<file path="src/logic/itb_params.svh">
// Purpose: register offsets, field positions, reset values and counts
// Assumes: included by its bare name from the package and the modules
// Notes: definitions only
//
// What this block does
// - pin flag set on selected edge type
// - pin vectors only with global and own enable
// - pin acts as interrupt only while enabled
// - pin service clears its flag and global enable
// - edge code 00 off, 01 rise, 10 fall, 11 both
// - comparator flag set on any output change
// - vector only when enabled and stack not full
// - five grouped interrupts collect peripheral sources
// - group flag set when any member flag sets
// - group service clears group flag and global enable
// - converter flag set when conversion finishes
// - converter service clears its flag and global enable
// - time-base flag set on each divider overflow
// - time-base service clears its flag and global enable
// - clock select 00 sys, 01 sys/4, 10 sub, 11 fast
// - time base 0 runs only while bit 7 set
// - time base 0 period is 2^(8+code) clocks
// - time base 1 has own enable and period code
// - group three flags bits 6-4, enables 2-0
// - group four flags bits 7-4, enables 3-0
// - unused clock select bits read zero
// - sleep wake on any flag rise, enables ignored
`ifndef ITB_PARAMS_SVH
`define ITB_PARAMS_SVH

// register byte offsets on the bus
`define ITB_OFS_EDGE 8'h00
`define ITB_OFS_CTL0 8'h04
`define ITB_OFS_CTL1 8'h08
`define ITB_OFS_CTL2 8'h0C
`define ITB_OFS_CTL3 8'h10
`define ITB_OFS_GRP3 8'h14
`define ITB_OFS_GRP4 8'h18
`define ITB_OFS_TBCLK 8'h1C
`define ITB_OFS_TB0 8'h20
`define ITB_OFS_TB1 8'h24

// reset value of every register
`define ITB_RST_BYTE 8'h00
// run bit of a time-base control register
`define ITB_TB_RUN_BIT 7
// period exponent base and counter width
`define ITB_TB_EXP_BASE 8
`define ITB_TB_CNT_W 15
// system clock prescale for clock select 01
`define ITB_SYS_DIV 4

`endif

</file>
<file path="src/logic/itb_pkg.sv">
// Purpose: types shared by the interrupt and time-base unit
// Assumes: itb_params.svh supplies widths
// Notes: sources are numbered in vector order
`include "itb_params.svh"

package itb_pkg;

	// edge select codes of a pin
	typedef enum logic [1:0] {
		EDGE_OFF = 2'h0,
		EDGE_RISE = 2'h1,
		EDGE_FALL = 2'h2,
		EDGE_BOTH = 2'h3
	} itb_edge_e;

	// time-base clock source codes
	typedef enum logic [1:0] {
		TBCLK_SYS = 2'h0,
		TBCLK_SYS4 = 2'h1,
		TBCLK_SUB = 2'h2,
		TBCLK_FAST = 2'h3
	} itb_tbclk_e;

	// interrupt sources, lowest value served first
	typedef enum logic [3:0] {
		SRC_INT0 = 4'h0, SRC_INT1 = 4'h1, SRC_INT2 = 4'h2, SRC_INT3 = 4'h3,
		SRC_CP0 = 4'h4, SRC_CP1 = 4'h5, SRC_MF0 = 4'h6, SRC_MF1 = 4'h7,
		SRC_MF2 = 4'h8, SRC_MF3 = 4'h9, SRC_MF4 = 4'hA, SRC_CONV = 4'hB,
		SRC_TB0 = 4'hC, SRC_TB1 = 4'hD
	} itb_src_e;

	// bus answer state
	typedef enum logic {
		BUS_IDLE = 1'b0,
		BUS_ACK = 1'b1
	} itb_bus_e;

	// one-cycle peripheral events
	typedef struct packed {
		logic conv_done;
		logic spi_port;
		logic nvm_write;
		logic low_supply;
		logic [3:0] tm_match;
		logic [2:0] grp_other;
	} itb_evt_s;

	// time-base divider state
	typedef struct packed {
		logic [`ITB_TB_CNT_W-1:0] cnt;
		logic ovf;
	} itb_tb_s;

endpackage

</file>
<file path="src/logic/itb_core.sv">
// Purpose: interrupt flags, enables, vectoring and two time bases
// Assumes: classic Wishbone slave, 8-bit registers in byte lane 0
// Notes: service is taken inside the block and shown on irq_o
`timescale 1ns/1ps
`include "itb_params.svh"

module itb_core import itb_pkg::*; (
	input wire logic clk_i,
	input wire logic rst_i,
	// wishbone slave
	input wire logic wb_cyc_i,
	input wire logic wb_stb_i,
	input wire logic wb_we_i,
	input wire logic [7:0] wb_adr_i,
	input wire logic [3:0] wb_sel_i,
	input wire logic [31:0] wb_dat_i,
	output logic [31:0] wb_dat_o,
	output logic wb_ack_o,
	// external interrupt pins and slow clock pins
	input wire logic [3:0] pin_irq_i,
	input wire logic sub_clk_i,
	input wire logic fast_clk_i,
	// on-chip sources, same clock
	input wire logic [1:0] cmp_out_i,
	input wire itb_evt_s evt_i,
	// cpu side
	input wire logic stack_full_i,
	input wire logic sleep_i,
	output logic irq_o,
	output logic [3:0] irq_vec_o,
	output logic wake_o,
	output logic [3:0] pin_irq_enables_o
);

	// ==========================================================
	// state
	// ==========================================================
	// all registers of the block in one record
	typedef struct packed {
		logic [5:0] sy1; // first sync stage, pins and slow clocks
		logic [5:0] sy2; // second sync stage
		logic [5:0] sy3; // previous synced value for edges
		logic [1:0] cmp_prev; // last comparator levels
		logic [7:0] edge_sel; // edge_select_register
		logic global_irq_enable;
		logic [13:0] en; // per-source enables
		logic [13:0] flag; // per-source request flags
		logic [2:0] g3_flag; // spi, nvm write, low supply
		logic [2:0] g3_en;
		logic [3:0] g4_flag; // t5a, t5p, t4a, t4p
		logic [3:0] g4_en;
		logic [1:0] periodic_clock_select;
		logic [1:0] periodic_run;
		logic [2:0] periodic0_period_code;
		logic [2:0] periodic1_period_code;
		logic [1:0] div4; // system clock prescaler
		itb_bus_e st; // bus answer state
		logic [7:0] rdat; // read data held for the answer
		logic irq; // one-cycle service pulse
		logic [3:0] vec; // served source
		logic wake;
	} itb_state_s;

	itb_state_s q;
	itb_state_s d;
	logic [1:0] tb_ovf; // overflow pulses of both time bases
	logic tb_tick; // selected time-base clock pulse
	logic [13:0] set_w; // hardware set events of this cycle, seen by the checks

	// ==========================================================
	// time-base clock and dividers
	// ==========================================================
	// pick the time-base clock pulse
	always_comb begin
		unique case (itb_tbclk_e'(q.periodic_clock_select))
			TBCLK_SYS: tb_tick = 1'b1;
			TBCLK_SYS4: tb_tick = (q.div4 == 2'(`ITB_SYS_DIV - 1));
			TBCLK_SUB: tb_tick = q.sy2[4] & ~q.sy3[4];
			TBCLK_FAST: tb_tick = q.sy2[5] & ~q.sy3[5];
		endcase
	end

	// divider for time base 0
	itb_tbase u_tb0 (
		.clk_i(clk_i),
		.rst_i(rst_i),
		.tick_i(tb_tick),
		.run_i(q.periodic_run[0]),
		.code_i(q.periodic0_period_code),
		.ovf_o(tb_ovf[0])
	);

	// divider for time base 1
	itb_tbase u_tb1 (
		.clk_i(clk_i),
		.rst_i(rst_i),
		.tick_i(tb_tick),
		.run_i(q.periodic_run[1]),
		.code_i(q.periodic1_period_code),
		.ovf_o(tb_ovf[1])
	);

	// ==========================================================
	// helpers
	// ==========================================================
	// does a pin transition match its edge code
	function automatic logic pin_hit(input logic [1:0] sel, input logic prv,
		input logic cur);
		logic hit;
		hit = 1'b0;
		unique case (itb_edge_e'(sel))
			EDGE_OFF: hit = 1'b0;
			EDGE_RISE: hit = cur & ~prv;
			EDGE_FALL: hit = ~cur & prv;
			EDGE_BOTH: hit = cur ^ prv;
		endcase
		return hit;
	endfunction

	// register read image
	function automatic logic [7:0] rd_byte(input itb_state_s s,
		input logic [7:0] a);
		logic [7:0] r;
		r = `ITB_RST_BYTE;
		case (a)
			`ITB_OFS_EDGE: r = s.edge_sel;
			`ITB_OFS_CTL0: r = {1'b0, s.flag[SRC_CP0], s.flag[SRC_INT1],
				s.flag[SRC_INT0], s.en[SRC_CP0], s.en[SRC_INT1], s.en[SRC_INT0],
				s.global_irq_enable};
			`ITB_OFS_CTL1: r = {s.flag[SRC_CONV], s.flag[SRC_MF1], s.flag[SRC_MF0],
				s.flag[SRC_CP1], s.en[SRC_CONV], s.en[SRC_MF1], s.en[SRC_MF0],
				s.en[SRC_CP1]};
			`ITB_OFS_CTL2: r = {s.flag[SRC_MF3], s.flag[SRC_TB1], s.flag[SRC_TB0],
				s.flag[SRC_MF2], s.en[SRC_MF3], s.en[SRC_TB1], s.en[SRC_TB0],
				s.en[SRC_MF2]};
			`ITB_OFS_CTL3: r = {1'b0, s.flag[SRC_MF4], s.flag[SRC_INT3],
				s.flag[SRC_INT2], 1'b0, s.en[SRC_MF4], s.en[SRC_INT3],
				s.en[SRC_INT2]};
			`ITB_OFS_GRP3: r = {1'b0, s.g3_flag, 1'b0, s.g3_en};
			`ITB_OFS_GRP4: r = {s.g4_flag, s.g4_en};
			`ITB_OFS_TBCLK: r = {6'h00, s.periodic_clock_select};
			`ITB_OFS_TB0: r = {s.periodic_run[0], 4'h0, s.periodic0_period_code};
			`ITB_OFS_TB1: r = {s.periodic_run[1], 4'h0, s.periodic1_period_code};
			default: r = `ITB_RST_BYTE; // unmapped reads zero
		endcase
		return r;
	endfunction

	// ==========================================================
	// next state
	// ==========================================================
	always_comb begin
		logic [13:0] set; // hardware set events per source
		logic [13:0] pend; // enabled pending requests
		logic [2:0] s3; // group three member events
		logic [7:0] wd; // write byte
		logic wr; // write takes effect this edge
		logic svc; // service this edge
		logic [3:0] pick; // lowest pending source
		set = '0;
		pend = '0;
		s3 = '0;
		wd = wb_dat_i[7:0];
		wr = 1'b0;
		svc = 1'b0;
		pick = '0;
		d = q;

		// synchronise pins and slow clocks; sy1 feeds only sy2
		d.sy1 = {fast_clk_i, sub_clk_i, pin_irq_i};
		d.sy2 = q.sy1;
		d.sy3 = q.sy2;
		d.cmp_prev = cmp_out_i;
		d.div4 = q.div4 + 2'h1;

		// pin edges count only while the pin is enabled
		for (int i = 0; i < 4; i++) begin
			set[i] = q.en[i] & pin_hit(q.edge_sel[2*i +: 2], q.sy3[i], q.sy2[i]);
		end
		// comparator output change
		set[SRC_CP0] = cmp_out_i[0] ^ q.cmp_prev[0];
		set[SRC_CP1] = cmp_out_i[1] ^ q.cmp_prev[1];
		// grouped, converter and time-base sources
		s3 = {evt_i.spi_port, evt_i.nvm_write, evt_i.low_supply};
		set[SRC_MF0] = evt_i.grp_other[0];
		set[SRC_MF1] = evt_i.grp_other[1];
		set[SRC_MF2] = evt_i.grp_other[2];
		set[SRC_MF3] = |s3;
		set[SRC_MF4] = |evt_i.tm_match;
		set[SRC_CONV] = evt_i.conv_done;
		set[SRC_TB0] = tb_ovf[0];
		set[SRC_TB1] = tb_ovf[1];
		set_w = set;

		// bus: answer one cycle after the request, then drop
		wr = wb_cyc_i & wb_stb_i & wb_we_i & wb_sel_i[0] & (q.st == BUS_ACK);
		unique case (q.st)
			BUS_IDLE: begin
				if (wb_cyc_i && wb_stb_i) begin
					d.st = BUS_ACK;
					d.rdat = rd_byte(q, wb_adr_i);
				end
			end
			BUS_ACK: begin
				d.st = BUS_IDLE;
			end
		endcase

		// software writes
		if (wr) begin
			case (wb_adr_i)
				`ITB_OFS_EDGE: d.edge_sel = wd;
				`ITB_OFS_CTL0: {d.flag[SRC_CP0], d.flag[SRC_INT1], d.flag[SRC_INT0],
					d.en[SRC_CP0], d.en[SRC_INT1], d.en[SRC_INT0],
					d.global_irq_enable} = wd[6:0];
				`ITB_OFS_CTL1: {d.flag[SRC_CONV], d.flag[SRC_MF1], d.flag[SRC_MF0],
					d.flag[SRC_CP1], d.en[SRC_CONV], d.en[SRC_MF1], d.en[SRC_MF0],
					d.en[SRC_CP1]} = wd;
				`ITB_OFS_CTL2: {d.flag[SRC_MF3], d.flag[SRC_TB1], d.flag[SRC_TB0],
					d.flag[SRC_MF2], d.en[SRC_MF3], d.en[SRC_TB1], d.en[SRC_TB0],
					d.en[SRC_MF2]} = wd;
				`ITB_OFS_CTL3: begin
					{d.flag[SRC_MF4], d.flag[SRC_INT3], d.flag[SRC_INT2]} = wd[6:4];
					{d.en[SRC_MF4], d.en[SRC_INT3], d.en[SRC_INT2]} = wd[2:0];
				end
				`ITB_OFS_GRP3: begin
					d.g3_flag = wd[6:4];
					d.g3_en = wd[2:0];
				end
				`ITB_OFS_GRP4: begin
					d.g4_flag = wd[7:4];
					d.g4_en = wd[3:0];
				end
				`ITB_OFS_TBCLK: d.periodic_clock_select = wd[1:0];
				`ITB_OFS_TB0: begin
					d.periodic_run[0] = wd[`ITB_TB_RUN_BIT];
					d.periodic0_period_code = wd[2:0];
				end
				`ITB_OFS_TB1: begin
					d.periodic_run[1] = wd[`ITB_TB_RUN_BIT];
					d.periodic1_period_code = wd[2:0];
				end
				default: ; // unmapped writes are dropped
			endcase
		end

		// lowest enabled pending source wins
		pend = q.flag & q.en;
		for (int i = 13; i >= 0; i--) begin
			if (pend[i]) begin
				pick = 4'(i);
			end
		end
		svc = q.global_irq_enable & (|pend) & ~stack_full_i & ~q.irq;

		// service clears the served flag and the global enable
		d.irq = svc;
		if (svc) begin
			d.flag[pick] = 1'b0;
			d.global_irq_enable = 1'b0;
			d.vec = pick;
		end

		// hardware set wins over software or service clear
		d.flag = d.flag | set;
		d.g3_flag = d.g3_flag | s3;
		d.g4_flag = d.g4_flag | evt_i.tm_match;

		// wake on any rising flag, enables play no part
		d.wake = sleep_i & ((|(d.flag & ~q.flag)) | (|(d.g3_flag & ~q.g3_flag))
			| (|(d.g4_flag & ~q.g4_flag)));
	end

	// ==========================================================
	// state register
	// ==========================================================
	always_ff @(posedge clk_i) begin
		if (rst_i) begin
			q <= '0;
		end else begin
			q <= d;
		end
	end

	// ==========================================================
	// outputs
	// ==========================================================
	assign wb_dat_o = {24'h000000, q.rdat};
	assign wb_ack_o = q.st;
	assign irq_o = q.irq;
	assign irq_vec_o = q.vec;
	assign wake_o = q.wake;
	assign pin_irq_enables_o = q.en[3:0];

	// a control register zero write in flight
	function automatic logic wr_ctl0();
		return wb_cyc_i & wb_stb_i & wb_we_i & (q.st == BUS_ACK)
			& (wb_adr_i == `ITB_OFS_CTL0);
	endfunction
endmodule

</file>
<file path="src/logic/itb_tbase.sv">
// Purpose: one time-base divider with a power-of-two period
// Assumes: tick_i is a one-cycle pulse at the time-base clock rate
// Notes: ovf_o pulses one cycle after the terminal tick
`timescale 1ns/1ps
`include "itb_params.svh"

module itb_tbase import itb_pkg::*; #(
	parameter int CNT_W = `ITB_TB_CNT_W
) (
	input wire logic clk_i,
	input wire logic rst_i,
	input wire logic tick_i,
	input wire logic run_i,
	input wire logic [2:0] code_i,
	output logic ovf_o
);

	// the top code needs exactly this many counter bits
	if (CNT_W != `ITB_TB_EXP_BASE + 7) begin : g_chk
		$error("itb_tbase: CNT_W must cover the longest period");
	end

	itb_tb_s q;
	itb_tb_s d;
	logic [15:0] lim;

	// terminal count 2^(base+code)-1
	assign lim = (16'h1 << (`ITB_TB_EXP_BASE + 32'(code_i))) - 16'h1;

	// count ticks while running, clear when stopped
	always_comb begin
		d = q;
		d.ovf = 1'b0;
		if (!run_i) begin
			d.cnt = '0;
		end else if (tick_i) begin
			if (q.cnt == lim[CNT_W-1:0]) begin
				d.cnt = '0;
				d.ovf = 1'b1;
			end else begin
				d.cnt = q.cnt + 15'h1;
			end
		end
	end

	// state register
	always_ff @(posedge clk_i) begin
		if (rst_i) begin
			q <= '0;
		end else begin
			q <= d;
		end
	end

	assign ovf_o = q.ovf;

endmodule

</file>
<file path="config.mk">
export PLATFORM = sky130hd
export DESIGN_NAME = itb_core
export DESIGN_NICKNAME = d
export VERILOG_FILES = /design/src/logic/itb_pkg.sv /design/src/logic/itb_core.sv /design/src/logic/itb_tbase.sv
export VERILOG_INCLUDE_DIRS = /design/src /design/src/logic
export SDC_FILE = /design/constraint.sdc
export NUM_CORES = 1
export LEC_CHECK = 0
export BUFFER_PORTS_ARGS = -buffer_cell sky130_fd_sc_hd__buf_2
export CORE_UTILIZATION = 53
export CTS_BUF_LIST = sky130_fd_sc_hd__clkbuf_8
export CTS_CLUSTER_DIAMETER = 30
export CTS_CLUSTER_SIZE = 30
export DETAILED_ROUTE_END_ITERATION = 8
export PLACE_DENSITY_LB_ADDON = 0.05
export SETUP_SLACK_MARGIN = 0.2
export SLEW_MARGIN = 5
export SYNTH_ARGS = -nofsm -noshare
export SYNTH_HDL_FRONTEND = slang
export SYNTH_HIERARCHICAL = 1
export SYNTH_SLANG_ARGS = --single-unit
</file>
<file path="constraint.sdc">
create_clock -name clk_i -period 2.5 [get_ports clk_i]
set_clock_uncertainty 0.1 [all_clocks]
set_input_delay 0.125 -clock clk_i [delete_from_list [all_inputs] [get_ports clk_i]]
set_output_delay 0.125 -clock clk_i [all_outputs]
set_load 0.05 [all_outputs]
</file>
### Word level (Yosys, flattened, before mapping)

Cells that the tools add are included.

* register bits: 130
* input port bits: 70
* output and inout bits: 43
* logic and storage cells: 200

* $add $sub $neg: 7
* magnitude comparators: 2
* eq/ne operators: 27
* shift operators: 2
* multiplexer cells: 44
* bitwise logic cells: 58
* reductions and logical operators: 30

Operators with widths (count)
* $pmux 8 s10: 1
* $shl 1x32->15 const A: 2
* $mux 4: 15
* $and 14x14->14: 3
* $mux 38: 1
* $eq 8x5->1 const B: 4
* $add 15x1->15 const B: 2
* $eq 15x15->1: 2
* $mux 15: 2
* $sub 15x1->15 const B: 2
* $not 14->14: 2
* $reduce_or 14->1: 2
* $and 1x1->1: 22
* $eq 2x2->1 const B: 11
* $reduce_and 2->1: 11
* $pmux 1 s4: 5
* $eq 8x4->1 const B: 2
* $eq 8x6->1 const B: 2
* $not 1->1: 16
* $mux 14: 1
* $or 14x14->14: 1
* $reduce_or 3->1: 4
* $add 4x3->5 const A: 2
* $eq 2x1->1 const B: 5
* other kinds (25): 50

### Longest topological paths before layout

Gate-level depths: netlist of run 1.

* depth in word-level cells: 28
* mapped depth: 10
* gate-level depth less buffers: 9

### Hierarchy

Netlist of run 1, hierarchy kept.

By module, submodules not included
* itb_core: instances 1, cells each 647, area an instance 5197.5 µm², sequential area each 1961.9 µm²
* itb_tbase: instances 2, cells each 116, area an instance 988.4 µm², sequential area each 320.3 µm²

### Worst setup path after synthesis of run 1

No wires, ideal clock.

* kind: reg-to-reg
* from: reg q (netlist bit wb_ack_o)
* to: reg q (netlist bit wake_o)
* setup time: 0.060 ns
* arrival: 2.256 ns
* data required time: 2.340 ns
* slack: 0.084 ns
* cell stages (with the launch flop): 9
* buffers on the path: 1
* clock period less this slack: 2.416 ns
* cells stage by stage: dfxtp_1 -> nand3_1 -> or4_1 -> clkbuf_1 -> or3_1 -> o311ai_0 -> nor3_1 -> nand4_1 -> o41a_1

* longest elaborated chain between the ends: 10
* elaborated cells on any way between the ends: 16
* classes of those cells: mux (2); bitwise (11); reduce/logical (3)

Ends and longest elaborated chain
* start: declaration: RTL line itb_core.sv:64 `itb_state_s q;`
* start signal: assignment: RTL line itb_core.sv:279 `q <= '0;`
* start signal: assignment: RTL line itb_core.sv:281 `q <= d;`
* $and 1x1->1 *: RTL line itb_core.sv:196 `wr = wb_cyc_i & wb_stb_i & wb_we_i & wb_sel_i[0] & (q.st == BUS_ACK);`
* $mux 38 *: RTL line itb_core.sv:210 `if (wr) begin`
* $and 14x14->14 (no source line)
* $mux 14: RTL line itb_core.sv:258 `if (svc) begin`
* $or 14x14->14: RTL line itb_core.sv:265 `d.flag = d.flag | set;`
* $and 14x14->14: RTL line itb_core.sv:270 `d.wake = sleep_i & ((|(d.flag & ~q.flag)) | (|(d.g3_flag & ~q.g3_flag))`
* $reduce_or 14->1: RTL line itb_core.sv:270
* $or 1x1->1: RTL line itb_core.sv:270
* $or 1x1->1 *: RTL line itb_core.sv:271 `| (|(d.g4_flag & ~q.g4_flag)));`
* $and 1x1->1 *: RTL line itb_core.sv:270

Every way passes the cells marked *; elsewhere a longest branch is shown, timed or not.
A chain may end at the register's enable or synchronous reset.

### Worst setup path after layout of run 1

* from: reg q[46] (netlist name)
* to: reg q (netlist bit wake_o)

* longest elaborated chain between the ends: 20
* elaborated cells on any way between the ends: 28
* classes of those cells: order compare (2); mux (11); bitwise (12); reduce/logical (3)

Ends and longest elaborated chain
* $and 14x14->14: RTL line itb_core.sv:248 `pend = q.flag & q.en;`
* $mux 4 (6 in series): RTL line itb_core.sv:250 `if (pend[i]) begin`
* $lt 4x5->1 (not written as such) / $ge 4x1->1 (equally long branches): RTL line itb_core.sv:259 `d.flag[pick] = 1'b0;`
* $logic_and 1x1->1 (not written as such): RTL line itb_core.sv:259
* $mux 1 (not written as such): RTL line itb_core.sv:259
* $demux 1 s4: RTL line itb_core.sv:259
* $not 14->14 (no source line)
* $and 14x14->14 (no source line)
* $mux 14: RTL line itb_core.sv:258
* $or 14x14->14: RTL line itb_core.sv:265
* $and 14x14->14 *: RTL line itb_core.sv:270
* $reduce_or 14->1 *: RTL line itb_core.sv:270
* $or 1x1->1 *: RTL line itb_core.sv:270
* $or 1x1->1 *: RTL line itb_core.sv:271
* $and 1x1->1 *: RTL line itb_core.sv:270

Marked as above.

==> out/qor.yml, run 1 <==
status: "finished clean"
first_pass_iters: 6
use_met2: 0.553
setup_viol: 0
fin_crit_sh: 0.940
port_buffers: 61
seqCellArea_mm2: 0.00261
drive_above_1_share: 0.227
nNetsFinal: 1097
grt_pass1_wl_mm: 34.1
syn_area_mm2: 0.00717
peakVddDrop_mv: 0.358
grtUsageMet1: 0.366
routedWlPerCell_um: 18.4
grt_pass1_vias: 6658
post-place-ws_ns: 0.0448
min_period_ns: 2.35
multi_input_area_mm2: 0.00419
layout_setup_ws_ns: 0.151
synth_edf_count: 0
numCtsBuffers: 17
hold_violations: 0
gp_congestion: 1.01
ys_seq_elements: 130
vias: 7038
maxCapViolCount: 0
stdcell_area_mm2: 0.00880
yosysWarnings: 6
hold_slack_ns: 0.0539
fill_cells: 1141
core-area_mm2: 0.0132
dp_hpwl_mm: 16.0
utilization: 0.664
cp_max_fo: 7
maxSlewHeadroom: 0.623
seq_area_frac_synth: 0.363
syn_avg_cell_area_um2: 8.16
grt_usage: 0.313
design.die.area_mm2: 0.0140
async_flop_share: 0
clockRootBuffer: "clkbuf_8"
vias_per_cell: 5.85
insertion_delay_ns: 0.45
initial_core_util: 0.542
rsz0062_at_grt: "true"
clock_path_buffers: 2
area_growth_syn_to_layout_pct: 22.7
htreeDepth: 4
clk_pin_slew_worst_paths_ns: 0.08
ant_nets: 0
top_usage_layer: "met2"
drt_iter0_drc: 577
diodes: 0
synthFlopType: "dfxtp_1"
overflow: 0
pwr_density_cell_mw_per_mm2: 502
drc: 0
die_w_um: 118
crit_path_end_kind: "flip-flop"
p_leak_nw: 3.44
grt.met3_usage: 0.0594
worstPathArrival_ns: 2.59
cts_tree: "yes"
grt_max_degree: 33
place_area_mm2: 0.00789
slew_viol_final: 0
cp-start-kind: "flip-flop"
syn_inst: 879
fin_cells: 1203
die_y_um: 118
ys_types: 74
io_pins: 113
rows: 42
finalWirelength_mm: 22.1
placed_cells: 1137
critPathRequiredTime_ns: 2.74
clkSinkCount: 130
critical_path_class: "reg -> reg"
hold_path.class: "in -> reg"
worstMarginPinSlew_ns: 0.566
antenna_found_initial: 0
max_freq_ghz: 0.426
-- cells by family (layout without fill, tap and decap cells) --
family / Yosys count / in the layout / synth area share
and+or+nand+nor: 371 / 371 / 0.263
AOI/OAI and AO/OA: 192 / 192 / 0.190
DFF: 130 / 130 / 0.363
buffers and inverters: 115 / 240 / 0.0886
xor gates and xnor gates: 36 / 36 / 0.0439
muxes: 21 / 21 / 0.0293
adders and majority gates: 13 / 13 / 0.0227
other: 1 / 24 / 0.000523
-- layout by cell type, fill, tap and decap left out, types with 14 or more instances in the layout --
cell type / n
a21oi_1: 72
a22oi_1: 23
buf_2: 61
buf_4: 79
clkbuf_8: 17
conb_1: 24
dfxtp_1: 126
dlygate4sd3_1: 29
inv_1: 36
mux2i_1: 21
nand2_1: 80
nand2b_1: 21
nand3_1: 51
nor2_1: 105
nor2b_1: 21
nor3_1: 18
o21ai_0: 14
xor2_1: 22
-- synth_stat cells, types with 4 or more instances --
library cell / number / area, um^2
a21o_1: 4 / 30.0
buf_2: 4 / 20.0
nand3b_1: 8 / 60.1
nor4_1: 4 / 25.0
nand2b_1: 21 / 131
or4_1: 6 / 45.0
mux2i_1: 21 / 210
inv_1: 35 / 131
a22o_1: 5 / 43.8
buf_4: 41 / 308
buf_6: 6 / 67.6
and3_2: 6 / 45.0
nor2_1: 108 / 405
a22oi_1: 28 / 210
o31ai_1: 5 / 37.5
xor2_1: 24 / 210
ha_1: 13 / 163
dfxtp_1: 130 / 2600
nor3b_1: 5 / 37.5
o21ai_0: 15 / 75.1
nand4_1: 12 / 75.1
o22ai_1: 5 / 31.3
nand3_1: 51 / 255
clkbuf_1: 27 / 101
and3_1: 5 / 31.3
nor2b_1: 21 / 131
xnor2_1: 12 / 105
nand2_1: 82 / 308
a222oi_1: 10 / 100
nor3_1: 18 / 90.1
a21oi_1: 73 / 365
-- registers in the layout (all words and copies together) (netlist names) --
signal,cells
wb_ack_o,1
q,67
irq_vec_o,4
u_tb1/q,15
u_tb1/ovf_o,1
pin_irq_enables_o,4
u_tb0/q,15
u_tb0/ovf_o,1
irq_o,1
d,12
wake_o,1
wb_dat_o,8
-- metrics by stage --
stage          power (mW)  TNS [ns]
2_1_floorplan        2.41         0
3_3_place_gp         2.50   -0.0150
3_5_place_dp         2.51         0
4_1_cts              4.44         0
5_1_grt              4.55         0
6_report             4.42         0
-- report_power, final --
group / total, mW / internal, mW / switching [mW]
clock network: 1.92 / 0.994 / 0.922
logic: 0.378 / 0.137 / 0.241
registers: 2.13 / 2.10 / 0.0235
-- layout make-up --
cell class | count | share of cell area
clock buffer | 17 | 0.0266
clock inverter | 15 | 0.0205
inverter | 36 | 0.0154
multi-input combinational | 657 | 0.476
sequential | 130 | 0.297
tap | 176 | 0.0250
timing repair buffer | 172 | 0.140
-- final timing paths --
| check | slack [ns] | cells past startpoint | from | endpoint |
|---|---|---|---|---|
| worst max register to register | 0.15 | 8 | q[46] | wake_o |
| worst min register to register | 0.32 | 1 | q[15] | q[15] |
| worst min-delay path | 0.05 | 2 | rst_i | q[26] |
| worst max-delay path | 0.15 | 8 | q[46] | wake_o |
-- critical path, stage by stage (launching register included) --
cell	delay [ns]
dfxtp_1	0.43
a22oi_2	0.37
nand4_1	0.19
nor4_2	0.35
buf_4	0.18
nor3_1	0.04
o21bai_1	0.14
nand4_1	0.13
o41a_1	0.32
-- per-layer routing --
metal | vias to the layer above | share of wire
met5 | - | 0
met4 | 0 | 0.041
met3 | 62 | 0.060
met2 | 284 | 0.50
met1 | 3365 | 0.40
li1 | 3327 | -
-- repair_timing --
item / in CTS / in global routing
gates cloned: 0 / 1
endpoints found under the hold margin: 59 / 0
hold buffers: 29 / 0
pin swaps: 0 / 13
buffers inserted: 0 / 4
resized for setup: 3 / 33
setup endpoints to repair: 12 / 30
Power figures use the tool's default switching activity.
==> run 2: changes to the inputs <==
==> constraint.sdc (replaced) <==
create_clock -name clk_i -period 2.5 [get_ports clk_i]
set_clock_uncertainty 0.1 [all_clocks]
set_input_delay 0.375 -clock clk_i [delete_from_list [all_inputs] [get_ports clk_i]]
set_output_delay 0.375 -clock clk_i [all_outputs]
set_load 0.01 [all_outputs]
==> run 2 against run 1 <==
  * Worst hold slack lost 0.029 ns
  * Combinational power fell by 22%
  * Largest cell class unchanged
  * Power down 2.0%
  * Highest routed layer unchanged
  * Largest power group unchanged
==> out/qor.yml, run 2 (same netlist as run 1, synthesis figures left out) <==
clkSinkCount: 130
numCtsBuffers: 17
peakVddDrop_mv: 0.482
setup_viol: 0
insertion_delay_ns: 0.46
status: "finished clean"
min_period_ns: 2.35
fin_crit_sh: 0.939
first_pass_iters: 5
min_to: "d[90]"
nNetsFinal: 1078
grt_max_degree: 61
worstMarginPinSlew_ns: 0.516
final_cell_mix: "dfxtp_1, nor2_1, buf_4, nand2_1, a21oi_1"
cts_tree: "yes"
cp_cell_sequence: "buf_4, a22o_1, nand2b_1, nor4_2, buf_4, nor3_1, o21bai_1, nand4_1, o41a_1"
diodes: 0
rr_worst_depth: 9
cp_max_fo: 6
routedWlPerCell_um: 18.0
critPathRequiredTime_ns: 2.74
worstPathArrival_ns: 2.59
pwr_density_cell_mw_per_mm2: 505
rows: 42
clk_pin_slew_worst_paths_ns: 0.07
r2r-end: "wake_o"
clock_path_buffers: 2
htreeDepth: 4
grt_pass1_wl_mm: 34.0
antenna_found_initial: 0
finalWirelength_mm: 21.3
power_mw: 4.33
hold_path_startpoint: "sub_clk_i"
area_growth_syn_to_layout_pct: 19.7
die_w_um: 118
slew_viol_final: 0
maxSlewHeadroom: 0.647
ant_nets: 0
io_pins: 113
crit_path_end_kind: "flip-flop"
drt_iter0_drc: 778
cp-start-kind: "flip-flop"
hold_path.class: "in -> reg"
grt_usage: 0.312
vias: 6897
port_buffers: 61
regMostFlops: "q"
grt_pass1_vias: 6714
max_stage_delay_ns: 0.39
drc: 0
reg2reg_slack_ns: 0.15
clockRootBuffer: "clkbuf_8"
max_freq_ghz: 0.426
overflow: 0
core-area_mm2: 0.0132
r2r_start: "q[49]"
dp_hpwl_mm: 15.8
vias_per_cell: 5.83
hold_path_depth: 2
layout_setup_ws_ns: 0.153
hold_violations: 0
critical_path_class: "reg -> reg"
gp_congestion: 1.00
initial_core_util: 0.542
cp_common_cell: "buf_4"
largest_reg_flops: 67
rsz0062_at_grt: "true"
post-place-ws_ns: -0.0983
die_y_um: 118
p_leak_nw: 3.37
slowest_stage: "o41a_1"
maxCapViolCount: 0
final_common_cell: "dfxtp_1"
drive_above_1_share: 0.242
design.die.area_mm2: 0.0140
top_regs: "q x67, u_tb0/q x15, u_tb1/q x15"
## run 2: per-stage QoR
stage                     cells  utilization  area [um^2]  setup TNS (ns)  hold WS [ns]
after global routing       1184        0.648         8580               0       0.00819
after detailed placement   1146        0.602         7980          -0.100         0.319
final                      1184        0.648         8580               0        0.0252
after global placement     1146        0.602         7980          -0.144         0.307
after floorplan             902            -         7270               0         0.299
after CTS                  1179        0.639         8460               0       0.00386
## run 2: layout make-up
type / count / area, um^2
clock inverters: 10 / 121
well taps: 176 / 220
multi-input cells: 657 / 4150
inverters: 36 / 135
flip-flops and latches: 130 / 2610
clock buffers: 22 / 303
repair buffers: 153 / 1050
fillers: 1172 / 4660
## run 2: worst max path at each step
stage                            from      to
after floorplan           wb_adr_i[4]  wake_o
after global placement       evt_i[8]  wake_o
after detailed placement     evt_i[8]  wake_o
after CTS                       q[44]  wake_o
after global routing            q[83]  wake_o
final                           q[49]  wake_o
## run 2: timing repair
item	in CTS	in global routing
gates resized for setup	12	22
setup buffers	0	5
gates cloned	0	0
hold endpoints to repair	1	0
endpoints found under the setup margin	12	28
hold buffers	1	0
pin swaps	3	6
## run 2: worst max-delay path, delay by kind of cell, from the launching register on
kind                   cells  cell delay (ns)
and+or+nand+nor            4             0.74
AOI/OAI and AO/OA          3             0.74
buffers and inverters      2             0.34
DFF                        1             0.32
## run 2: report_power, final
group	switching (mW)	total, mW	internal (mW)
Combinational	0.172	0.294	0.122
Sequential	0.0222	2.13	2.10
Clock	0.887	1.91	1.02
## run 2: metal layers
layer	vias up	track usage	part of all wire
met5	-	0	0
met4	0	0.147	0.040
met3	69	0.0676	0.062
met2	261	0.531	0.49
met1	3277	0.372	0.41
li1	3290	-	-
==> run 3: changes to the inputs <==
--- a/config.mk
+++ b/config.mk
@@ -7,7 +7,9 @@
 export NUM_CORES = 1
 export LEC_CHECK = 0
 export BUFFER_PORTS_ARGS = -buffer_cell sky130_fd_sc_hd__buf_2
-export CORE_UTILIZATION = 53
+export CELL_PAD_IN_SITES_DETAIL_PLACEMENT = 1
+export CELL_PAD_IN_SITES_GLOBAL_PLACEMENT = 1
+export CORE_UTILIZATION = 40
 export CTS_BUF_LIST = sky130_fd_sc_hd__clkbuf_8
 export CTS_CLUSTER_DIAMETER = 30
 export CTS_CLUSTER_SIZE = 30
==> run 3 against run 2 <==
  * Setup slack improved by 0.0039 ns
  * Count of clock-buffer cells in the layout fell by 4
  * Critical path depth stayed put
  * Worst hold slack worse by 0.010 ns
  * Largest power group unchanged
  * Highest routed layer unchanged
  * Sequential power barely moved
  * Sequential share of layout area down 0.48 points
  * Non-clock buffer count rose by 9
  * Largest cell class unchanged
  * Core utilization down 15 points
  * Critical endpoint unchanged
  * Power fell by 0.66%
==> out/qor.yml, run 3 (same netlist as run 1, synthesis figures left out) <==
clk_pin_slew_worst_paths_ns: 0.09
maxCapViolCount: 0
die_w_um: 136
pwr_density_cell_mw_per_mm2: 493
peakVddDrop_mv: 0.326
die_y_um: 136
antenna_found_initial: 0
drive_above_1_share: 0.253
finalWirelength_mm: 24.7
initial_core_util: 0.412
grt_pass1_vias: 7116
numCtsBuffers: 17
hold_violations: 0
fin_crit_sh: 0.937
nNetsFinal: 1087
critPathRequiredTime_ns: 2.74
slew_viol_final: 0
max_freq_ghz: 0.427
dp_hpwl_mm: 18.9
port_buffers: 61
cp-start-kind: "flip-flop"
setup_viol: 0
grt_max_degree: 57
core-area_mm2: 0.0174
hold_path.class: "in -> reg"
first_pass_iters: 5
power_mw: 4.30
path_delay_family: "simple AND/OR/NAND/NOR gates"
ant_nets: 0
diodes: 0
cp_max_fo: 2
cp_num_buf_inv: 2
drt_iter0_drc: 343
grt_pass1_wl_mm: 38.1
worstMarginPinSlew_ns: 0.683
clock_path_buffers: 2
grt_usage: 0.274
area_growth_syn_to_layout_pct: 21.7
critical_path_class: "reg -> reg"
stdcell_area_mm2: 0.00873
vias_per_cell: 5.57
rsz0062_at_grt: "true"
io_pins: 113
rows: 48
htreeDepth: 4
maxSlewHeadroom: 0.533
final_cell_mix: "dfxtp_1, nor2_1, buf_4, nand2_1, a21oi_1"
final_common_cell: "dfxtp_1"
rr_worst_depth: 9
crit_path_end_kind: "flip-flop"
hold_path_depth: 2
p_leak_nw: 3.42
vias: 6918
regMostFlops: "q"
drc: 0
design.die.area_mm2: 0.0185
clockRootBuffer: "clkbuf_8"
routedWlPerCell_um: 19.9
top_regs: "q x67, u_tb0/q x15, u_tb1/q x15"
cp.depth: 9
worstPathArrival_ns: 2.59
fill_cells: 2134
cp_cell_sequence: "nand2b_1, o2111ai_1, nor4_1, buf_4, nand4_1, a2111oi_2, buf_4, nand4_1, o41a_1"
gp_congestion: 0.881
clkSinkCount: 130
cts_tree: "yes"
overflow: 0
slowest_stage: "nor4_1"
largest_reg_flops: 67
min_period_ns: 2.34
insertion_delay_ns: 0.46
max_stage_delay_ns: 0.41
status: "finished clean"
place_area_mm2: 0.00811
==> run 3: area by class of cell <==
| type | instances | area [um^2] | area share |
|---|---|---|---|
| multi-input combinational | 657 | 4200 | 0.481 |
| clock buffer | 18 | 248 | 0.0284 |
| timing repair buffer | 162 | 1100 | 0.126 |
| sequential | 130 | 2610 | 0.299 |
| clock inverter | 14 | 154 | 0.0176 |
| inverter | 36 | 135 | 0.0155 |
| tap | 225 | 282 | 0.0322 |
==> run 3: what timing repair did <==
| action | in CTS | in global routing |
|---|---|---|
| gates cloned | 0 | 1 |
| buffers inserted | 0 | 1 |
| hold buffers | 2 | 0 |
| resized for setup | 11 | 37 |
| endpoints found under the hold margin | 2 | 0 |
| endpoints found under the setup margin | 11 | 34 |
| pin swaps | 1 | 11 |
==> run 3: through the flow <==
step / utilization / hold slack (ns) / std cells / setup TNS [ns] / setup WS, ns
after floorplan: - / 0.299 / 902 / 0 / 0.174
after global placement: 0.466 / 0.309 / 1206 / -0.193 / -0.193
after detailed placement: 0.466 / 0.326 / 1206 / -0.315 / -0.171
after CTS: 0.492 / 0.00194 / 1240 / 0 / 0.151
after global routing: 0.502 / 0.0101 / 1242 / -0.0214 / -0.0214
final: 0.502 / 0.0148 / 1242 / 0 / 0.157
==> run 3: routing by layer <==
layer,vias up,part of all wire,global-route usage
met5,-,0,0
met4,0,0.038,0.133
met3,47,0.034,0.0459
met2,136,0.51,0.495
met1,3429,0.42,0.310
li1,3306,-,-
==> run 3: worst paths after layout <==
kind	slack, ns	start	to
worst max-delay path	0.16	u_tb0/ovf_o	wake_o
worst max register to register	0.16	u_tb0/ovf_o	wake_o
worst min-delay path	0.01	fast_clk_i	d[91]
worst min register to register	0.34	q[15]	q[15]
==> run 3: power by group <==
part	switching, mW	total, mW	leakage [nW]	internal (mW)
Sequential	0.0236	2.13	1.06	2.10
Combinational	0.178	0.302	2.15	0.124
Clock	0.947	1.87	0.208	0.928
Total	1.15	4.30	3.42	3.16
